<file path="src/ext_osc_defs.svh">
/*
  Offsets, field positions and reset values of the external oscillator
  control register. Definitions only; included by its bare name.
*/
`ifndef EXT_OSC_DEFS_SVH
`define EXT_OSC_DEFS_SVH

`define EXT_OSC_CTRL_ADDR 8'hB1
`define EXT_OSC_CTRL_RESET 8'h00
`define EXT_OSC_VALID_BIT 7
`define EXT_OSC_MODE_HI 6
`define EXT_OSC_MODE_LO 4
`define EXT_OSC_UNUSED_BIT 3
`define EXT_OSC_DRIVE_HI 2
`define EXT_OSC_DRIVE_LO 0
`define EXT_OSC_MODE_RESET 3'h0
`define EXT_OSC_DRIVE_RESET 3'h0

`endif

</file>
<file path="src/ext_osc_pkg.sv">
/*
  Types of the external oscillator control block: the mode enumeration
  and the packed layout of the control register.
  Assumes the offsets and field positions come from ext_osc_defs.svh.
*/
`default_nettype none

package ext_osc_pkg;

  // Mode selector values in code order 000 to 111
  typedef enum logic [2:0] {
    MODE_OFF_A,
    MODE_OFF_B,
    MODE_CMOS,
    MODE_CMOS_DIV2,
    MODE_RC,
    MODE_CAP,
    MODE_XTAL,
    MODE_XTAL_DIV2
  } osc_mode_e;

  // Register image as software sees it
  typedef struct packed {
    logic valid;
    osc_mode_e mode;
    logic unused;
    logic [2:0] drive;
  } osc_ctrl_s;

endpackage

`default_nettype wire

</file>
<file path="src/ext_osc_ctrl.sv">
/*
  External oscillator control register and mode decode, reached over the
  core's special-function register port at its documented address.
  Assumes the analog amplifier, crossbar and clock mux sit outside; the
  oscillator output and amplitude detector arrive as asynchronous pins.
*/
// Notes on behaviour
// Bit 7 is read-only valid flag: 0 unused or unstable, 1 running stable
// Valid flag meaningful only in crystal modes 11x
// Mode 00x switches the external oscillator circuit off
// Mode 010 is CMOS clock, 011 is CMOS clock divided by two
// Mode 111 is crystal with a divide-by-two stage
// Mode 100 is RC, 101 capacitor, 110 crystal undivided
// Bit 3 reads zero and ignores writes
// Crystal mode: software sets drive field to crystal frequency band
// RC mode: software sets drive field to RC frequency band
// Capacitor mode: software picks drive code by needed K factor
// Software drives both crystal pins low, then makes them analog inputs
// Software waits at least 1 ms before polling valid flag
// Software enables missing clock detector before switching to external clock
// Software may drop drive to 000 once a 32.768 kHz crystal settles
// Crystal mode uses P0.2 and P0.3; other active modes only P0.3
// Reset clears every field: oscillator off, valid flag zero
`timescale 1ns/1ps
`default_nettype none
`include "ext_osc_defs.svh"

module ext_osc_ctrl
  import ext_osc_pkg::*;
(
  input wire logic clk_i,           // System clock, 200 MHz
  input wire logic resetn_i,        // Async reset, active low
  input wire logic [7:0] sfr_addr_i, // Register address
  input wire logic sfr_wr_i,        // Write strobe
  input wire logic sfr_rd_i,        // Read strobe
  input wire logic [7:0] sfr_wdata_i, // Write data
  output logic [7:0] sfr_rdata_o,   // Read data, one cycle after strobe
  input wire logic osc_clk_i,       // Oscillator output, asynchronous
  input wire logic amp_ok_i,        // Amplitude detector, asynchronous
  output logic osc_en_o,            // Drive circuit enabled
  output logic xtal_amp_en_o,       // Crystal amplifier in use
  output logic [2:0] external_osc_drive_select_o, // Drive band to analog
  output logic crystal_input_pin_use_o,  // P0.2 claimed
  output logic crystal_output_pin_use_o, // P0.3 claimed
  output logic crystal_valid_flag_o, // Valid flag copy
  output logic ext_tick_o           // One pulse per (divided) osc period
);

  osc_mode_e external_osc_mode_select_r;
  logic [2:0] drive_r;
  logic valid_r;
  logic osc_lvl;
  logic amp_lvl;
  logic osc_prev_r;
  logic half_r;
  logic hit;
  logic osc_on;
  logic is_xtal;
  logic use_div2;
  logic osc_rise;
  osc_ctrl_s rd_img;

  assign hit = (sfr_addr_i == `EXT_OSC_CTRL_ADDR);

  // Both pins are foreign to this clock, so each gets the filtered chain
  pin_sync u_osc_sync (
    .clk_i(clk_i),
    .resetn_i(resetn_i),
    .async_i(osc_clk_i),
    .level_o(osc_lvl)
  );

  pin_sync u_amp_sync (
    .clk_i(clk_i),
    .resetn_i(resetn_i),
    .async_i(amp_ok_i),
    .level_o(amp_lvl)
  );

  // Mode decode; every code is legal so no default
  always_comb begin
    osc_on = 1'b0;
    is_xtal = 1'b0;
    use_div2 = 1'b0;
    unique case (external_osc_mode_select_r)
      MODE_OFF_A, MODE_OFF_B: osc_on = 1'b0;
      MODE_CMOS: osc_on = 1'b1;
      MODE_CMOS_DIV2: begin
        osc_on = 1'b1;
        use_div2 = 1'b1;
      end
      MODE_RC, MODE_CAP: osc_on = 1'b1;
      MODE_XTAL: begin
        osc_on = 1'b1;
        is_xtal = 1'b1;
      end
      MODE_XTAL_DIV2: begin
        osc_on = 1'b1;
        is_xtal = 1'b1;
        use_div2 = 1'b1;
      end
    endcase
  end

  // Control fields; bits 7 and 3 of the write data are dropped
  always_ff @(posedge clk_i or negedge resetn_i) begin
    if (!resetn_i) begin
      external_osc_mode_select_r <= osc_mode_e'(`EXT_OSC_MODE_RESET);
      drive_r <= `EXT_OSC_DRIVE_RESET;
    end else if (sfr_wr_i && hit) begin
      external_osc_mode_select_r <=
        osc_mode_e'(sfr_wdata_i[`EXT_OSC_MODE_HI:`EXT_OSC_MODE_LO]);
      drive_r <= sfr_wdata_i[`EXT_OSC_DRIVE_HI:`EXT_OSC_DRIVE_LO];
    end
  end

  // Valid only follows the detector in crystal modes; forced low elsewhere
  // so a stale amplitude reading never advertises a stopped crystal
  always_ff @(posedge clk_i or negedge resetn_i) begin
    if (!resetn_i) begin
      valid_r <= 1'b0;
    end else begin
      valid_r <= is_xtal && amp_lvl;
    end
  end

  // Read port: registered, unmapped addresses answer zero
  always_comb begin
    rd_img.valid = valid_r;
    rd_img.mode = external_osc_mode_select_r;
    rd_img.unused = 1'b0;
    rd_img.drive = drive_r;
  end

  always_ff @(posedge clk_i or negedge resetn_i) begin
    if (!resetn_i) begin
      sfr_rdata_o <= `EXT_OSC_CTRL_RESET;
    end else if (sfr_rd_i && hit) begin
      sfr_rdata_o <= rd_img;
    end else begin
      sfr_rdata_o <= 8'h00;
    end
  end

  // Rising edge of the synchronised oscillator; only usable while the
  // oscillator is well below half the system clock
  assign osc_rise = osc_lvl && !osc_prev_r;

  always_ff @(posedge clk_i or negedge resetn_i) begin
    if (!resetn_i) begin
      osc_prev_r <= 1'b0;
    end else begin
      osc_prev_r <= osc_lvl;
    end
  end

  // Divide-by-two phase, held clear while undivided or off
  always_ff @(posedge clk_i or negedge resetn_i) begin
    if (!resetn_i) begin
      half_r <= 1'b0;
    end else if (!(osc_on && use_div2)) begin
      half_r <= 1'b0;
    end else if (osc_rise) begin
      half_r <= !half_r;
    end
  end

  // Tick pulse: every rise, or every second rise in divided modes
  always_ff @(posedge clk_i or negedge resetn_i) begin
    if (!resetn_i) begin
      ext_tick_o <= 1'b0;
    end else begin
      ext_tick_o <= osc_on && osc_rise && (!use_div2 || half_r);
    end
  end

  // Analog and pin controls, registered so outputs are glitch free
  always_ff @(posedge clk_i or negedge resetn_i) begin
    if (!resetn_i) begin
      osc_en_o <= 1'b0;
      xtal_amp_en_o <= 1'b0;
      external_osc_drive_select_o <= `EXT_OSC_DRIVE_RESET;
      crystal_input_pin_use_o <= 1'b0;
      crystal_output_pin_use_o <= 1'b0;
      crystal_valid_flag_o <= 1'b0;
    end else begin
      osc_en_o <= osc_on;
      xtal_amp_en_o <= is_xtal;
      external_osc_drive_select_o <= drive_r;
      crystal_input_pin_use_o <= is_xtal;
      crystal_output_pin_use_o <= osc_on;
      crystal_valid_flag_o <= valid_r;
    end
  end
endmodule // ext_osc_ctrl

`default_nettype wire

</file>
<file path="src/pin_sync.sv">
/*
  Three-stage synchroniser for an input from outside the clock domain.
  The output follows only once the second and third stages agree.
  Assumes one system clock and an asynchronous active-low reset.
*/
`timescale 1ns/1ps
`default_nettype none

module pin_sync (
  input wire logic clk_i,     // System clock
  input wire logic resetn_i,  // Async reset, active low
  input wire logic async_i,   // Raw pin level
  output logic level_o        // Filtered synchronous level
);

  logic s1_r;
  logic s2_r;
  logic s3_r;

  // Shift chain; first stage feeds only the second
  always_ff @(posedge clk_i or negedge resetn_i) begin
    if (!resetn_i) begin
      s1_r <= 1'b0;
      s2_r <= 1'b0;
      s3_r <= 1'b0;
    end else begin
      s1_r <= async_i;
      s2_r <= s1_r;
      s3_r <= s2_r;
    end
  end

  // Accept a change only when two settled stages agree
  always_ff @(posedge clk_i or negedge resetn_i) begin
    if (!resetn_i) begin
      level_o <= 1'b0;
    end else if (s2_r == s3_r) begin
      level_o <= s3_r;
    end
  end

endmodule // pin_sync

`default_nettype wire

</file>
<file path="config.mk">
export PLATFORM = sky130hd
export DESIGN_NAME = ext_osc_ctrl
export DESIGN_NICKNAME = d
export VERILOG_FILES = /design/src/ext_osc_pkg.sv /design/src/ext_osc_ctrl.sv /design/src/pin_sync.sv
export VERILOG_INCLUDE_DIRS = /design/src
export SDC_FILE = /design/constraint.sdc
export NUM_CORES = 1
export LEC_CHECK = 0
export BUFFER_PORTS_ARGS = -buffer_cell sky130_fd_sc_hd__clkbuf_2
export CORE_UTILIZATION = 50
export DETAILED_ROUTE_END_ITERATION = 8
export GPL_ROUTABILITY_DRIVEN = 0
export PLACE_DENSITY = 0.93
export SYNTH_ARGS = -nofsm -noshare
export SYNTH_HDL_FRONTEND = slang
export SYNTH_SLANG_ARGS = --single-unit
</file>
<file path="constraint.sdc">
create_clock -name clk_i -period 1.4 [get_ports clk_i]
set_clock_uncertainty 0.05 [all_clocks]
set_input_delay 0.28 -clock clk_i [delete_from_list [all_inputs] [get_ports clk_i]]
set_output_delay 0.28 -clock clk_i [all_outputs]
set_load 0.005 [all_outputs]
</file>
=== After elaboration in Yosys (flattened, before gate mapping) ===
Index checks and enable logic that the tools add are counted.

* Eq/ne operators: 11
* Multiplexer cells: 6
* Reduce and logical (&&, ||, !) cells: 16

{| class="wikitable"
|+ Operators by type and width
! cell !! number
|-
| 3-bit == test, second input constant || 4
|-
| 8-bit == test, second input constant || 1
|-
| 8-bit two-way mux || 1
|-
| 1-bit logical AND || 7
|-
| 3-bit by 2-bit == test with 1-bit output, second input constant || 2
|-
| 2-bit OR reduction || 3
|-
| 6-bit OR reduction || 1
|-
| 1-bit two-way mux || 4
|-
| 3-bit by 1-bit == test with 1-bit output, second input constant || 1
|-
| 1-bit logical NOT || 3
|-
| 3-bit logical NOT || 1
|-
| 1-bit == test || 2
|-
| 2-bit inequality test, second input constant || 1
|-
| 1-bit case mux with 2 select lines || 1
|-
| 1-bit logical OR || 1
|}

* Register bits after elaboration: 32
* Logic and storage cells: 52

=== Depth between registers and ports, before layout ===
* Word-level depth: 6
* Mapped depth: 3

=== By module ===
Synthesis repeated with hierarchy kept, for this count alone.

* Cell total of the unflattened synthesis: 62
* Area, all modules: 1038.5 µm²

{| class="wikitable"
|+ Modules (own cells, without submodules)
! module !! times used !! cells each !! area each (µm²)
|-
| ext_osc_ctrl || 1 || 52 || 815.8
|-
| pin_sync || 2 || 5 || 111.4
|}

=== Worst setup path after synthesis ===
No wires, ideal clock.

* Path type: input to register
* Start point: in sfr_addr_i[1]
* End point: reg drive_r[0]
* Library setup time: 0.125 ns
* Arrival: 1.003 ns
* Data required time: 1.225 ns
* Setup slack: 0.223 ns
* Cell stages on the path: 3
* Path through: nor4b_4 nand3_2 mux2_2

* Cells in the longest elaborated chain, start to end: 2

{| class="wikitable"
|+ Ends and longest elaborated chain
! what !! RTL line !! source
|-
| start: declaration || ext_osc_ctrl.sv:33 || <nowiki>input wire logic [7:0] sfr_addr_i,</nowiki>
|-
| 8-bit == test (no source line) || n/a ||
|-
| 1-bit logical AND || ext_osc_ctrl.sv:110 || <nowiki>end else if (sfr_wr_i && hit) begin</nowiki>
|-
| end signal: assignment || ext_osc_ctrl.sv:109 || <nowiki>drive_r <= `EXT_OSC_DRIVE_RESET;</nowiki>
|-
| end signal: assignment || ext_osc_ctrl.sv:113 || <nowiki>drive_r <= sfr_wdata_i[`EXT_OSC_DRIVE_HI:`EXT_OSC_DRIVE_LO];</nowiki>
|-
| end: declaration || ext_osc_ctrl.sv:50 || <nowiki>logic [2:0] drive_r;</nowiki>
|}

Every way passes these cells.
A chain may end at the register's enable or synchronous reset.

=== Final worst setup path ===
* Start point: reg external_osc_drive_select_o[1]
* End point: out external_osc_drive_select_o[1]

{| class="wikitable"
|+ RTL lines
! what !! RTL line !! source
|-
| start: declaration || ext_osc_ctrl.sv:42 || <nowiki>output logic [2:0] external_osc_drive_select_o,</nowiki>
|-
| start signal: assignment || ext_osc_ctrl.sv:182 || <nowiki>external_osc_drive_select_o <= `EXT_OSC_DRIVE_RESET;</nowiki>
|-
| start signal: assignment || ext_osc_ctrl.sv:189 || <nowiki>external_osc_drive_select_o <= drive_r;</nowiki>
|}

No word-level cell between the ends.

==> impl_metrics.env <==
export IMPL_layout_drive_gt1_share_pct=50.00
export IMPL_core_um2=1962
export IMPL_peakVddDrop_mv=0.7260
export IMPL_synth_compound_area_share_pct=0.9662
export IMPL_cp_max_fo=1
export IMPL_syn_avg_cell_area_um2=16.71
export IMPL_yosysUniqueCellTypes=17
export IMPL_setup_tns_ns=0
export IMPL_preCtsSetupSlack_ns=0.009149
export IMPL_dieWidth_um=47.52
export IMPL_synth_seq_cells=31
export IMPL_status="complete, no violations"
export IMPL_postRouteAntennaNets=0
export IMPL_post_cts_buffers=0
export IMPL_synth_nets=84
export IMPL_synth_xor_area_share_pct=0.8454
export IMPL_clk_pin_slew_ns=0.09
export IMPL_synth_simple_area_share_pct=12.32
export IMPL_dieArea_um2=2258
export IMPL_grt_overflow=0
export IMPL_synth_top_family_by_area="simple AND/OR/NAND/NOR gates"
export IMPL_critPathArrivalTime_ns=0.81
export IMPL_power_static_leakage_nw=0.7310
export IMPL_avgRoutedWirePerCell_um=11.54
export IMPL_rr_worst_depth=2
export IMPL_hold_path_class="input port to flip-flop"
export IMPL_nNetsFinal=127
export IMPL_rows=16
export IMPL_whs_endpoint="drive_r[2]$_DFFE_PN0P_"
export IMPL_drc=0
export IMPL_grt_max_degree=32
export IMPL_n_fill_cell=161
export IMPL_ys_warn_count=0
export IMPL_yosysMostFrequentCell="dfrtp_1"
export IMPL_async_reset_ff_share_pct=100.0
export IMPL_clkLatencyLatePin_ns=0.32
export IMPL_fin_ws_ns=0.2560
export IMPL_rsz0062_at_grt="no"
export IMPL_worstSetupStartpointType="flip-flop"
export IMPL_cp_slowest_cell="dfrtp_1"
export IMPL_grt_pass1_wl_mm=2.318
export IMPL_reg2reg_from="external_osc_mode_select_r[1]$_DFFE_PN0P_"
export IMPL_crit_buf_inv=1
export IMPL_drtPass1Iterations=4
export IMPL_synth_fa_ha_area_share_pct=1.932
export IMPL_min_path_cells=2
export IMPL_cts_tree="done"
export IMPL_critPathRequiredTime_ns=1.07
export IMPL_finalHoldViolCount=0
export IMPL_period_needed_ns=1.144
export IMPL_muxShareOfSynthArea_pct=6.522
export IMPL_synth_yosys_seq_area_share_pct=74.88
export IMPL_worstSetupPathType="flip-flop to output port"
export IMPL_grt_pass1_vias=530
export IMPL_cts_inserted_buffers=5
export IMPL_hp_start="sfr_wdata_i[2]"
export IMPL_io_buffers=35
export IMPL_synth_largest_area_cell="dfrtp_1"
export IMPL_rrSetupSlack_ns=0.41
export IMPL_end_kind="output port"
export IMPL_detail_route_iter0_violations=3
export IMPL_ys_flop_type="dfrtp_1"
export IMPL_clock_sinks=31
export IMPL_multi_input_area_um2=237.7
export IMPL_power_density_nw_per_um2=1207
export IMPL_initial_core_util_pct=52.81
export IMPL_via_per_inst=4.609
export IMPL_crit_family="flip-flops"
export IMPL_diodes=0
export IMPL_crit_chain="clkbuf_2"
export IMPL_grt_use_total_pct=16.84
export IMPL_syn_inst=62
export IMPL_antenna_found_initial=0
export IMPL_regToRegEndpoint="ext_tick_o$_DFF_PN0_"
export IMPL_h_tree_depth=2
export IMPL_synthesis_area_um2=1036
export IMPL_synth_edff_count=0
export IMPL_synth_common_cells="dfrtp_1, and2_1, mux2_2"
export IMPL_synthTopCellsByArea="dfrtp_1, mux2_2, and2_1"
export IMPL_clock_path_buffers=2
export IMPL_maxSlewViolCount=0
export IMPL_slowest_delay_ns=0.39
export IMPL_cap_violations=0
export IMPL_syn_to_final_growth_pct=28.26
export IMPL_vias=613
export IMPL_finalWirelength_mm=1.535
export IMPL_ioPinCount=39
export IMPL_fp_dieH_um=47.52
export IMPL_regArea_um2=775.7
export IMPL_cts_root_buffer="clkbuf_4"
export IMPL_max_clock_freq_ghz=0.8741
export IMPL_fin_crit_sh_pct=81.71
export IMPL_finalSetupViolations=0
export IMPL_synth_top_area_share_pct=74.88
## final cells by class
class                      count  share of cell area (%)
multi-input combinational     28                   17.89
timing repair buffer          39                   16.01
sequential                    31                   58.38
tap                           27                   2.542
clock buffer                   8                   5.179
## state kept, by name, summed over array words and instances, names as in the netlist, 3 cells and up
signal and cells:
sfr_rdata_o 7, drive_r 3, external_osc_drive_select_o 3, external_osc_mode_select_r 3
## power by group
part	leakage, nW	total (mW)	switching, mW	internal (mW)
clock network	0.0386	0.567	0.271	0.295
logic	0.282	0.0914	0.0400	0.0515
registers	0.410	0.946	0.0176	0.928
total	0.731	1.60	0.329	1.27
## how the worst max path moves through the flow
| stage | start | end | slack, ns | depth (start not counted) |
|---|---|---|---|---|
| 2_1_floorplan | sfr_addr_i[1] | drive_r[0]$_DFFE_PN0P_ | 0.22 | 3 |
| 3_3_place_gp | sfr_addr_i[1] | external_osc_mode_select_r[2]$_DFFE_PN0P_ | 0.06 | 4 |
| 3_5_place_dp | sfr_addr_i[1] | external_osc_mode_select_r[0]$_DFFE_PN0P_ | 0.009 | 4 |
| 4_1_cts | external_osc_drive_select_o[1]$_DFF_PN0_ | external_osc_drive_select_o[1] | 0.23 | 1 |
| 5_1_grt | crystal_output_pin_use_o$_DFF_PN0_ | crystal_output_pin_use_o | 0.20 | 1 |
| 6_report | external_osc_drive_select_o[1]$_DFF_PN0_ | external_osc_drive_select_o[1] | 0.26 | 1 |
## cells by family after synthesis
family | after synthesis
buffers and inverters | 3
AND/OR/NAND/NOR | 17
multiplexers | 6
flip-flops | 31
adder cells (fa/ha/maj) | 2
XOR/XNOR | 1
other | 1
AO/OA/AOI/OAI | 1
## repair_timing
action	4_1_cts	5_1_grt
endpoints found under the hold margin	31	2
hold buffers	1	2
resized for setup	0	0
## metal layers
layer  GRT usage [%]  wire, µm  up-vias
met5               0         0        -
met4           6.857        23        0
met3           10.19       116        2
met2           27.40       821       30
met1           17.66       574      295
li1                -         -      286
## per-stage QoR
step                util [%]  hold WS [ns]  cells  power [mW]  cell area [µm²]
global placement       62.69        0.2453    122       1.044             1230
detailed placement     62.69        0.2573    122       1.052             1230
floorplan                  -      -0.06559     62      0.9917             1036
finish                 67.73        0.1384    133       1.604             1329
global route           67.73        0.1185    133       1.696             1329
CTS                    66.71      0.007193    131       1.619             1309
## layout by cell type, fill, tap and decap left out
cell	netlist	routed
clkbuf_2	0	35
dfrtp_1	31	31
mux2_2	6	6
and4b_1	1	1
and3_1	1	1
and2_1	8	8
clkbuf_8	0	2
or2_2	1	1
nor2_1	1	1
o211a_1	1	1
nand3_2	1	1
maj3_1	2	2
dlygate4sd3_1	0	3
clkbuf_1	0	1
and3_2	1	1
nand2_1	1	1
nor4b_4	1	1
xnor2_1	1	1
buf_4	3	1
conb_1	1	1
clkbuf_4	0	5
nor2b_1	1	1
Note: power is estimated with default switching activity, not from simulation.
